--- config.mk ---
export PLATFORM = sky130hd
export DESIGN_NAME = thal_core
export DESIGN_NICKNAME = d
export VERILOG_FILES = /design/src/include/thal_pkg.sv /design/src/hw/thal_fault_queue.sv /design/src/hw/thal_core.sv
export VERILOG_INCLUDE_DIRS = /design/src /design/src/include
export SDC_FILE = /design/constraint.sdc
export NUM_CORES = 1
export LEC_CHECK = 0
export BUFFER_PORTS_ARGS = -buffer_cell sky130_fd_sc_hd__clkbuf_2
export CAP_MARGIN = 20
export CORE_MARGIN = 3
export CORE_UTILIZATION = 50
export CTS_CLUSTER_DIAMETER = 100
export DETAILED_ROUTE_END_ITERATION = 8
export HOLD_SLACK_MARGIN = 0.03
export PLACE_DENSITY = 0.75
export SLEW_MARGIN = 10
export SYNTH_ARGS = -nofsm -noshare
export SYNTH_HDL_FRONTEND = slang
export SYNTH_HIERARCHICAL = 1
export SYNTH_SLANG_ARGS = --single-unit
--- constraint.sdc ---
create_clock -name clk -period 2.2 [get_ports clk]
set_input_delay 0.33 -clock clk [delete_from_list [all_inputs] [get_ports clk]]
set_output_delay 0.33 -clock clk [all_outputs]
set_load 0.01 [all_outputs]
--- src/include/thal_defines.svh ---
// Purpose: Offsets, field positions, reset values and timing counts.
// Assumes: 100 MHz clk; registers reached over a plain strobe port.
// Notes: Rules follow, one line each.
// Summary of operation
// - Temperature stored as 16-bit two's complement word
// - Value in bits 15..7, bits 6..0 zero
// - Reads never disturb conversion in progress
// - Compare each result against both limits
// - Polarity bit selects alert level, default low
// - Comparator: assert after N consecutive highs
// - Comparator: deassert after N consecutive lows
// - Comparator: shutdown keeps alert unchanged
// - Interrupt: first assert on N highs
// - Interrupt: any read or shutdown clears
// - Interrupt: next trigger is N lows
// - Interrupt: alert holds until read/shutdown
// - Fault queue field selects 1,2,4,6
// - Assert one period later if fault remains
// - Shutdown finishes and stores current conversion
// - Bus works in shutdown; zero resumes
// - Values are 9-bit half-degree two's complement
// - Bus timeout on SDA low resets interface
// - Defaults run standalone thermostat
// - Limit registers hold any written value
// - Mode bit: 0 comparator, 1 interrupt
// - Limits default to 80 and 75 degrees
// - Compare only nine MSBs of limits
`ifndef THAL_DEFINES_SVH
`define THAL_DEFINES_SVH
`define THAL_REG_TEMP 2'h0
`define THAL_REG_CONF 2'h1
`define THAL_REG_LOW 2'h2
`define THAL_REG_HIGH 2'h3
`define THAL_CONF_SD 0
`define THAL_CONF_MODE 1
`define THAL_CONF_POL 2
`define THAL_CONF_FQ_LO 3
`define THAL_CONF_FQ_HI 4
`define THAL_CONF_RESET 8'h00
`define THAL_CONF_WMASK 8'h1F
`define THAL_HIGH_RESET 16'h5000
`define THAL_LOW_RESET 16'h4B00
`define THAL_TEMP_RESET 16'h0000
`define THAL_CONV_MS 150
`define THAL_CLK_MHZ 100
`define THAL_CONV_CYCLES (`THAL_CONV_MS * `THAL_CLK_MHZ * 1000)
`define THAL_TIMEOUT_MS 25
`define THAL_TIMEOUT_CYCLES (`THAL_TIMEOUT_MS * `THAL_CLK_MHZ * 1000)
`endif

--- src/include/thal_pkg.sv ---
// Purpose: Types shared by the thermal alarm logic.
// Assumes: Nothing beyond the defines header.
// Notes: Bus request travels as one packed struct.
package thal_pkg;
    typedef struct packed {
        logic wr;
        logic rd;
        logic [1:0] addr;
        logic [15:0] wdata;
    } thal_req_t;
    typedef enum logic [2:0] {
        THAL_BUS_IDLE = 3'h1,
        THAL_BUS_ACTIVE = 3'h2,
        THAL_BUS_TIMEOUT = 3'h4
    } thal_bus_state_t;
endpackage

--- src/hw/thal_fault_queue.sv ---
// Purpose: Counts an unbroken run of qualifying measurements.
// Assumes: One evaluation pulse per conversion.
// Notes: Reports satisfied once the run reaches the target length.
`timescale 1ns/1ps
module thal_fault_queue #(
    parameter int CW = 3
) (
    input wire logic clk,
    input wire logic resetn,
    input wire logic eval,
    input wire logic cond,
    input wire logic clear,
    input wire logic [CW-1:0] target,
    output logic met_q
);
    logic [CW-1:0] count_q;
    if (CW < 3) begin : g_bad_width
        $error("thal_fault_queue: CW cannot hold a count of 6");
    end
    // An evaluation in the same cycle as a clear wins.
    always_ff @(posedge clk or negedge resetn) begin
        if (!resetn) begin
            count_q <= '0;
        end else if (eval) begin
            if (!cond) begin
                count_q <= '0;
            end else if (count_q < target) begin
                count_q <= count_q + 1'b1;
            end
        end else if (clear) begin
            count_q <= '0;
        end
    end
    always_ff @(posedge clk or negedge resetn) begin
        if (!resetn) begin
            met_q <= 1'b0;
        end else if (eval) begin
            met_q <= cond && (count_q + 1'b1 >= target);
        end else if (clear) begin
            met_q <= 1'b0;
        end
    end
endmodule

--- src/hw/thal_core.sv ---
// Purpose: Thermal alarm back end: formats results, limits, alert pin.
// Assumes: Converter gives a 9-bit result and a done pulse.
// Notes: Alert is open drain; oe low means pin driven low.
//
// Local design decisions: the address map and strobed register access.
`timescale 1ns/1ps
`include "thal_defines.svh"
module thal_core #(
    parameter int CONV_CYCLES = `THAL_CONV_CYCLES,
    parameter int TIMEOUT_CYCLES = `THAL_TIMEOUT_CYCLES
) (
    input wire logic clk,
    input wire logic resetn,
    input wire thal_pkg::thal_req_t req,
    output logic [15:0] rdata_q,
    input wire logic [8:0] adc_result,
    output logic conv_start_q,
    input wire logic conv_done,
    output logic alert_out_o_q,
    output logic alert_out_oe_q,
    input wire logic scl_i,
    input wire logic sda_i,
    output logic bus_reset_q,
    output logic standby_q
);
    if (CONV_CYCLES < 2 || TIMEOUT_CYCLES < 2) begin : g_bad_counts
        $error("thal_core: counts too small");
    end

    function automatic logic [2:0] fq_len(input logic [1:0] f);
        case (f)
            2'b00: fq_len = 3'd1;
            2'b01: fq_len = 3'd2;
            2'b10: fq_len = 3'd4;
            default: fq_len = 3'd6;
        endcase
    endfunction

    logic [15:0] temp_q;
    logic [7:0] conf_q;
    logic [15:0] high_limit_q;
    logic [15:0] low_limit_q;
    logic [31:0] period_q;
    logic busy_q;
    logic alert_q;
    logic armed_low_q;
    logic sd_q;
    logic fault_queue_len_hi;
    logic fault_queue_len_lo;
    logic alert_active_level;
    logic shutdown_request;
    logic int_mode;
    logic [8:0] t9;
    logic hi_cond;
    logic lo_cond;
    logic hi_met;
    logic lo_met;
    logic eval_q;
    logic sd_enter;
    logic any_rd;

    assign fault_queue_len_hi = conf_q[`THAL_CONF_FQ_HI];
    assign fault_queue_len_lo = conf_q[`THAL_CONF_FQ_LO];
    assign alert_active_level = conf_q[`THAL_CONF_POL];
    assign shutdown_request = conf_q[`THAL_CONF_SD];
    assign int_mode = conf_q[`THAL_CONF_MODE];
    assign any_rd = req.rd;
    assign sd_enter = shutdown_request && !sd_q;

    // Registers written by the master.
    always_ff @(posedge clk or negedge resetn) begin
        if (!resetn) begin
            conf_q <= `THAL_CONF_RESET;
            high_limit_q <= `THAL_HIGH_RESET;
            low_limit_q <= `THAL_LOW_RESET;
        end else if (req.wr) begin
            case (req.addr)
                `THAL_REG_CONF: conf_q <= req.wdata[7:0] & `THAL_CONF_WMASK;
                `THAL_REG_HIGH: high_limit_q <= req.wdata;
                `THAL_REG_LOW: low_limit_q <= req.wdata;
                default: ;
            endcase
        end
    end

    // Read port; data stand one cycle after the strobe.
    always_ff @(posedge clk or negedge resetn) begin
        if (!resetn) begin
            rdata_q <= '0;
        end else if (req.rd) begin
            case (req.addr)
                `THAL_REG_TEMP: rdata_q <= temp_q;
                `THAL_REG_CONF: rdata_q <= {8'h00, conf_q};
                `THAL_REG_LOW: rdata_q <= low_limit_q;
                default: rdata_q <= high_limit_q;
            endcase
        end else begin
            rdata_q <= '0;
        end
    end

    // Conversion pacing; shutdown lets the running conversion finish.
    always_ff @(posedge clk or negedge resetn) begin
        if (!resetn) begin
            period_q <= '0;
            busy_q <= 1'b0;
            conv_start_q <= 1'b0;
            standby_q <= 1'b0;
        end else begin
            conv_start_q <= 1'b0;
            if (busy_q) begin
                if (conv_done) begin
                    busy_q <= 1'b0;
                end
            end else if (shutdown_request) begin
                standby_q <= 1'b1;
            end else begin
                standby_q <= 1'b0;
            end
            if (period_q != 32'h0000_0000) begin
                period_q <= period_q - 32'h0000_0001;
            end else if (!busy_q && !shutdown_request) begin
                period_q <= 32'(CONV_CYCLES - 1);
                busy_q <= 1'b1;
                conv_start_q <= 1'b1;
            end
        end
    end

    // Result store in the 9 upper bits; the lower bits read as zero.
    always_ff @(posedge clk or negedge resetn) begin
        if (!resetn) begin
            temp_q <= `THAL_TEMP_RESET;
            eval_q <= 1'b0;
        end else begin
            eval_q <= busy_q && conv_done;
            if (busy_q && conv_done) begin
                temp_q <= {adc_result, 7'h00};
            end
        end
    end

    assign t9 = temp_q[15:7];
    assign hi_cond = $signed(t9) > $signed(high_limit_q[15:7]);
    assign lo_cond = $signed(t9) < $signed(low_limit_q[15:7]);

    thal_fault_queue #(.CW(3)) u_hi_queue (
        .clk(clk),
        .resetn(resetn),
        .eval(eval_q),
        .cond(hi_cond),
        .clear(sd_enter),
        .target(fq_len({fault_queue_len_hi, fault_queue_len_lo})),
        .met_q(hi_met)
    );
    thal_fault_queue #(.CW(3)) u_lo_queue (
        .clk(clk),
        .resetn(resetn),
        .eval(eval_q),
        .cond(lo_cond),
        .clear(sd_enter),
        .target(fq_len({fault_queue_len_hi, fault_queue_len_lo})),
        .met_q(lo_met)
    );

    always_ff @(posedge clk or negedge resetn) begin
        if (!resetn) begin
            sd_q <= 1'b0;
        end else begin
            sd_q <= shutdown_request;
        end
    end

    // Alert state; met flags still hold the previous evaluation here,
    // so the alert follows one period after the count is met.
    always_ff @(posedge clk or negedge resetn) begin
        if (!resetn) begin
            alert_q <= 1'b0;
            armed_low_q <= 1'b0;
        end else if (!int_mode) begin
            armed_low_q <= 1'b0;
            if (eval_q && hi_met && hi_cond) begin
                alert_q <= 1'b1;
            end else if (eval_q && lo_met && lo_cond) begin
                alert_q <= 1'b0;
            end
            // Shutdown leaves alert_q as is here.
        end else begin
            if (eval_q && !alert_q && !armed_low_q && hi_met && hi_cond) begin
                alert_q <= 1'b1;
            end else if (eval_q && !alert_q && armed_low_q && lo_met
                    && lo_cond) begin
                alert_q <= 1'b1;
            end else if (alert_q && (any_rd || sd_enter)) begin
                alert_q <= 1'b0;
                armed_low_q <= !armed_low_q;
            end
        end
    end

    // Open-drain pin: oe low drives the pin low.
    always_ff @(posedge clk or negedge resetn) begin
        if (!resetn) begin
            alert_out_o_q <= 1'b0;
            alert_out_oe_q <= 1'b1;
        end else begin
            alert_out_o_q <= 1'b0;
            alert_out_oe_q <= !(alert_q ^ alert_active_level);
        end
    end

    // Bus timeout watchdog on the synchronised link pins.
    logic [1:0] scl_s_q;
    logic [1:0] sda_s_q;
    logic sda_prev_q;
    logic scl_prev_q;
    logic [31:0] to_cnt_q;
    thal_pkg::thal_bus_state_t bus_q;
    always_ff @(posedge clk or negedge resetn) begin
        if (!resetn) begin
            scl_s_q <= 2'b11;
            sda_s_q <= 2'b11;
            sda_prev_q <= 1'b1;
            scl_prev_q <= 1'b1;
        end else begin
            scl_s_q <= {scl_s_q[0], scl_i};
            sda_s_q <= {sda_s_q[0], sda_i};
            sda_prev_q <= sda_s_q[1];
            scl_prev_q <= scl_s_q[1];
        end
    end
    always_ff @(posedge clk or negedge resetn) begin
        if (!resetn) begin
            bus_q <= thal_pkg::THAL_BUS_IDLE;
            to_cnt_q <= '0;
            bus_reset_q <= 1'b0;
        end else begin
            bus_reset_q <= 1'b0;
            case (bus_q)
                thal_pkg::THAL_BUS_IDLE: begin
                    to_cnt_q <= '0;
                    if (scl_s_q[1] && scl_prev_q && sda_prev_q
                            && !sda_s_q[1]) begin
                        bus_q <= thal_pkg::THAL_BUS_ACTIVE;
                    end
                end
                thal_pkg::THAL_BUS_ACTIVE: begin
                    if (scl_s_q[1] && !sda_prev_q && sda_s_q[1]) begin
                        bus_q <= thal_pkg::THAL_BUS_IDLE;
                    end else if (sda_s_q[1]) begin
                        to_cnt_q <= '0;
                    end else if (to_cnt_q >= 32'(TIMEOUT_CYCLES - 1)) begin
                        bus_reset_q <= 1'b1;
                        bus_q <= thal_pkg::THAL_BUS_TIMEOUT;
                    end else begin
                        to_cnt_q <= to_cnt_q + 32'h0000_0001;
                    end
                end
                thal_pkg::THAL_BUS_TIMEOUT: begin
                    to_cnt_q <= '0;
                    if (sda_s_q[1]) begin
                        bus_q <= thal_pkg::THAL_BUS_IDLE;
                    end
                end
                default: bus_q <= thal_pkg::THAL_BUS_IDLE;
            endcase
        end
    end
endmodule

After elaboration in Yosys (flattened, before gate mapping):

Cells that the tools add are included.
Widths: inputs -> output; s select.

* mux-type cells: 46
* $lt $le $gt $ge: 7
* bitwise gates (word level): 1
* reduce and logical (&&, ||, !) cells: 48
* add/sub/neg operators: 4
* equality and inequality tests: 20

Operators by type and width (count)
* $mux 32: 5
* $pmux 32 s2: 1
* $pmux 16 s3: 1
* $mux 3: 12
* $add 32x1->32 const B: 1
* $ge 32x22->1 const B: 1
* $reduce_bool 32->1: 1
* $sub 32x1->32 const B: 1
* $mux 1: 24
* $logic_and 1x1->1: 22
* $pmux 3 s3: 2
* $mux 16: 1
* $reduce_and 2->1: 6
* $ne 2x2->1 const B: 5
* $gt 9x9->1: 1
* $lt 9x9->1: 1
* $ne 3x3->1 const B: 3
* $logic_not 1->1: 8
* $add 3x1->3 const B: 2
* $eq 2x2->1 const B: 3
* $ge 3x3->1: 2
* $lt 3x3->1: 2
* $ne 3x2->1 const B: 2
* $reduce_and 3->1: 2
* other kinds (13): 17

* register bits after elaboration: 152
* word-level logic and storage cells: 151
* output and inout bits: 21

Longest topological paths before layout:

* depth after elaboration: 8
* gate-level depth with buffers: 10
* mapped depth without buffers: 10

By module:

The synthesis kept the hierarchy.

Modules (own cells, without submodules)
* thal_core: instances 1, cells each 636, area an instance 6917.9 um^2, seq. area each 3621.0 um^2
* thal_fault_queue: instances 2, cells each 40, area an instance 376.6 um^2, seq. area each 100.1 um^2

Least setup slack after synthesis:

Ideal clock, no wire load.

* path type: flip-flop to flip-flop
* from: reg period_q[6]
* to: reg period_q[31]
* required time: 2.078 ns
* path buffers: 1
* data arrival time: 2.202 ns
* path slack: -0.124 ns
* cell stages (with the launch flop): 8
* library setup time: 0.122 ns
* cell sequence: dfrtp_1 > nor4_4 > nand4b_4 > nand2b_4 > or3_1 > buf_2 > or4_4 > xnor2_2

* word-level cells in the longest chain between the ends: 2
* elaborated cells between the ends (all ways): 4
* classes of those cells: 1 x add/sub; 1 x mux; 2 x reduce/logical

RTL lines
* from (decl): RTL line thal_core.sv:43 `logic [31:0] period_q;`
* from (signal assigned): RTL line thal_core.sv:121 `period_q <= period_q - 32'h0000_0001;`
* from (signal assigned): RTL line thal_core.sv:123 `period_q <= 32'(CONV_CYCLES - 1);`
* $sub 32x1->32 or $reduce_bool 32->1 (tied branches): RTL line thal_core.sv:121, thal_core.sv:120
* $mux 32 or $reduce_bool 2->1 (tied branches)

Parallel ways exist; a longest one is shown, timed or not.
A chain may end at the register's enable or synchronous reset.

Worst setup path after layout:

* from: reg temp_q[12]
* to: reg u_lo_queue.count_q[2]

* word-level cells in the longest chain between the ends: 3
* elaborated cells between the ends (all ways): 5
* classes of those cells: 1 x order compare; 1 x eq/ne; 2 x mux; 1 x reduce/logical

RTL lines
* from (decl): RTL line thal_core.sv:39 `logic [15:0] temp_q;`
* from (signal assigned): RTL line thal_core.sv:133 `` temp_q <= `THAL_TEMP_RESET; ``
* from (signal assigned): RTL line thal_core.sv:138 `temp_q <= {adc_result, 7'h00};`
* $lt 9x9->1 (*): RTL line thal_core.sv:145 `assign lo_cond = $signed(t9) < $signed(low_limit_q[15:7]);`
* via lo_cond: RTL line thal_core.sv:55 `logic lo_cond;`
* $ne 3x2->1 (no source line) or $mux 3 (tied branches)
* $reduce_and 2->1 (no source line) or $mux 3 (tied branches)
* to (signal assigned): RTL line thal_fault_queue.sv:28 `count_q <= count_q + 1'b1;`
* to (decl): RTL line thal_fault_queue.sv:16 `logic [CW-1:0] count_q;`

The timed path passes the listed nets; every way through them passes the cells marked *.

==> flow_summary.json <==
{
  "status": "finished with violations",
  "violations": "setup timing",
  "synth-edff-count": 0,
  "io_buffers": 53,
  "hold_end": "temp_q[15]",
  "num_io_pins": 55,
  "hpwl_mm": 12.7,
  "peakVddDrop_uv": 563,
  "wl_per_cell_um": 18.4,
  "netlist-cell-type-count": 70,
  "synth_fa_ha_area_share_pct": 5.55,
  "grt_max_degree": 50,
  "power_frac_clock_pct": 40.0,
  "power.net_switching_uw": 2130,
  "seq_power_share_pct": 41.5,
  "wirelength_mm": 19.4,
  "rsz0062_at_grt": "true",
  "die_h_um": 130,
  "path_class": "flop to flop",
  "fin_nets": 921,
  "numCtsBuffers": 17,
  "maxCapViolations": 0,
  "area_delta_synth_final_pct": 28.6,
  "grt_pass1_vias": 6375,
  "p_leak_uw": 0.00459,
  "synth-seq-area-share_pct": 49.8,
  "rows": 44,
  "synth-simple-area-share_pct": 19.0,
  "cts_max_level": 4,
  "synth-compound-area-share_pct": 11.3,
  "min-delay-start": "adc_result[8]",
  "synthCells": 716,
  "syn_area_per_cell_um2": 10.7,
  "diodes": 0,
  "synth-xor-area-share_pct": 2.95,
  "fin_hold_ws_ns": 0.133,
  "gr-total-overflow": 0,
  "antenna_found_initial": 0,
  "end_kind": "flop",
  "dieArea_um2": 16900,
  "syn-cell-area_um2": 7670,
  "synth.ff_latch_count": 152,
  "final_antenna_net_count": 0,
  "power.total_uw": 8020,
  "gp_congestion": 0.884,
  "final_layout_size_suffix_gt1_share_pct": 37.6,
  "tightest_slew_ns": 0.593,
  "cts.sinks": 152,
  "ys.flop_type": "dfrtp_1",
  "reg2reg_from": "temp_q[12]",
  "r2r-end": "u_lo_queue/count_q[2]",
  "synth_top_family_by_area": "simple AND/OR/NAND/NOR gates",
  "synth_fp_nets": 784,
  "min_path_cells": 2,
  "cts_tree": "yes",
  "setup_viol": 16,
  "drv_slew": 0,
  "hold_violations": 0,
  "clock-root-buffer": "clkbuf_16",
  "vias": 6136,
  "max_clock_freq_ghz": 0.440,
  "chipWidth_um": 130,
  "clk_pin_slew_ns": 0.06,
  "intPower_uw": 5890,
  "viasPerCell": 5.84,
  "drc": 0,
  "cp.arrival_ns": 2.64,
  "slew_headroom_pct": 60.1,
  "start_util_pct": 52.0,
  "crit_path_start_kind": "flop",
  "comb_power_share_pct": 18.6,
  "r2r.worst_path.cells": 9,
  "netSwitchingFraction_pct": 26.6,
  "finClkSkew_ns": 0.00689,
  "holdCritPathClass": "input pin to flop",
  "grt_pass1_wl_mm": 30.6,
  "first_iter_violations": 354,
  "grtUsageTotal_pct": 22.9,
  "p_per_area_nw_per_um2": 813,
  "dr.pass1.iters": 5,
  "cp.required_ns": 2.57,
  "synthArstFlopShare_pct": 100,
  "crit_path_max_fanout": 7,
  "rrSetupSlack_ns": -0.07,
  "worst_slack_ns": -0.0748,
  "clockBufferDepth": 2,
  "post-route-period-util_pct": 103,
  "insertion_delay_ns": 0.43,
  "period_needed_ns": 2.27,
  "synth_mux_area_share_pct": 8.42,
  "core_um2": 14800,
  "yosys_warnings": 6
}
## how the worst max path moves through the flow
stage,to,from,slack (ns)
after detailed placement,u_hi_queue/count_q[0],high_limit_q[9],-0.16
after floorplan,period_q[31],period_q[6],-0.12
after CTS,to_cnt_q[7],to_cnt_q[14],0.004
final,u_lo_queue/count_q[2],temp_q[12],-0.07
after global placement,u_hi_queue/count_q[0],high_limit_q[9],-0.11
after global routing,u_hi_queue/count_q[2],high_limit_q[10],-0.14
## metrics by stage
| stage | area [um2] | instances | setup TNS [ns] | setup slack (ns) | utilization, % |
|---|---|---|---|---|---|
| 2_1_floorplan | 7700 | 716 | -0.124 | -0.124 | - |
| 3_3_place_gp | 8670 | 1002 | -0.433 | -0.112 | 58.8 |
| 3_5_place_dp | 8670 | 1002 | -1.44 | -0.164 | 58.8 |
| 4_1_cts | 9500 | 1041 | 0 | 0.00440 | 64.4 |
| 5_1_grt | 9860 | 1050 | -2.04 | -0.140 | 66.9 |
| 6_report | 9860 | 1050 | -0.331 | -0.0748 | 66.9 |
## worst max-delay path, stage by stage, from the launching register on
cell and delay [ns]:
dfrtp_1 0.43, ha_1 0.23, a21o_1 0.18, a211o_1 0.33, nor4_2 0.29, a211o_1 0.23, buf_6 0.15, and4b_1 0.21
nand3_1 0.08, nand3_1 0.08
## flip-flops by register name, summed over array words and instances (netlist names), 2 cells and up
| name | cells |
|---|---|
| u_lo_queue/count_q | 3 |
| bus_q | 3 |
| period_q | 32 |
| u_hi_queue/count_q | 3 |
| conf_q | 5 |
| low_limit_q | 16 |
| rdata_q | 16 |
| to_cnt_q | 32 |
| high_limit_q | 16 |
| scl_s_q | 2 |
| sda_s_q | 2 |
| temp_q | 9 |
## final cells by class
cell class	instances	area [um2]
clock buffers	20	457
fillers	1057	4890
flip-flops and latches	152	3820
repair buffers	140	992
clock inverters	12	198
multi-input cells	507	4030
well taps	184	230
inverters	35	131
## cell usage after synthesis, types with 3 or more instances
master / count / area (um2)
nor4_1: 10 / 62.6
and4b_1: 4 / 40.0
nor2_1: 49 / 184
o211ai_1: 8 / 60.1
inv_1: 35 / 131
or2_2: 4 / 25.0
nand3_1: 23 / 115
nand2_1: 56 / 210
or4_1: 10 / 75.1
o21ai_0: 30 / 150
a21oi_1: 18 / 90.1
nand2b_1: 5 / 31.3
dfrtp_1: 138 / 3450
dfstp_2: 14 / 368
xnor2_1: 9 / 78.8
a21o_1: 5 / 37.5
a22oi_1: 14 / 105
clkbuf_1: 17 / 63.8
xor2_1: 15 / 131
nand4_1: 10 / 62.6
and3_1: 7 / 43.8
a211oi_1: 9 / 67.6
or3_1: 7 / 43.8
ha_1: 34 / 425
a31oi_1: 4 / 25.0
nor2b_1: 18 / 113
mux2_2: 52 / 586
o31ai_1: 7 / 52.6
a311oi_1: 3 / 26.3
buf_2: 4 / 20.0
nor3_1: 24 / 120
mux2i_1: 6 / 60.1
nor3b_1: 4 / 30.0
and2_1: 16 / 100
## power groups by stage
| stage | logic (uW) | clock network [uW] | registers [uW] |
|---|---|---|---|
| 4_1_cts | 1320 | 3250 | 3310 |
| 5_1_grt | 1620 | 3360 | 3360 |
| 3_3_place_gp | 1150 | 0 | 3330 |
| 3_5_place_dp | 1200 | 0 | 3350 |
| 2_1_floorplan | 717 | 0 | 3320 |
| 6_report | 1490 | 3210 | 3330 |
## cell usage in the layout (no fill, tap or decap), types with 5 or more instances in the layout
master / n
ha_4: 7
nor2_1: 45
clkbuf_16: 17
and2_1: 13
dfrtp_1: 137
a21oi_1: 15
buf_4: 75
dfstp_2: 14
xnor2_1: 9
nand3_1: 19
or4_1: 7
mux2i_1: 6
bufinv_16: 5
clkbuf_2: 52
xor2_1: 15
a22oi_1: 14
nand4_1: 10
nor2b_1: 18
mux2_2: 52
nor4_2: 6
nand2b_1: 5
a21o_1: 5
nor3_1: 20
nor4_1: 6
o211ai_1: 8
nand2_1: 53
and3_1: 5
a211oi_2: 7
ha_1: 26
o21ai_0: 28
inv_2: 5
buf_6: 7
inv_1: 30
## layer usage
layer / up-vias / part of all wire (%) / wire length [um] / track usage, %
met5: - / 0 / 0 / 0
met4: 0 / 2.2 / 417 / 9.66
met3: 40 / 4.0 / 778 / 3.93
met2: 180 / 52 / 10100 / 39.5
met1: 3059 / 42 / 8040 / 28.6
li1: 2857 / - / - / -
## cell families after synthesis
family	after synthesis
fa+ha+maj	34
buf+inv	57
xor+xnor	25
compound gates	126
simple gates	263
mux	58
flops	152
other cells	1
## timing repair
item	CTS	global route
pin swaps	9	33
hold buffers	3	0
cloned	0	1
gates resized for setup	19	65
endpoints found under the setup margin	23	36
endpoints found under the hold margin	43	0
setup buffers	4	8
Note: power is estimated with default switching activity, not from simulation.
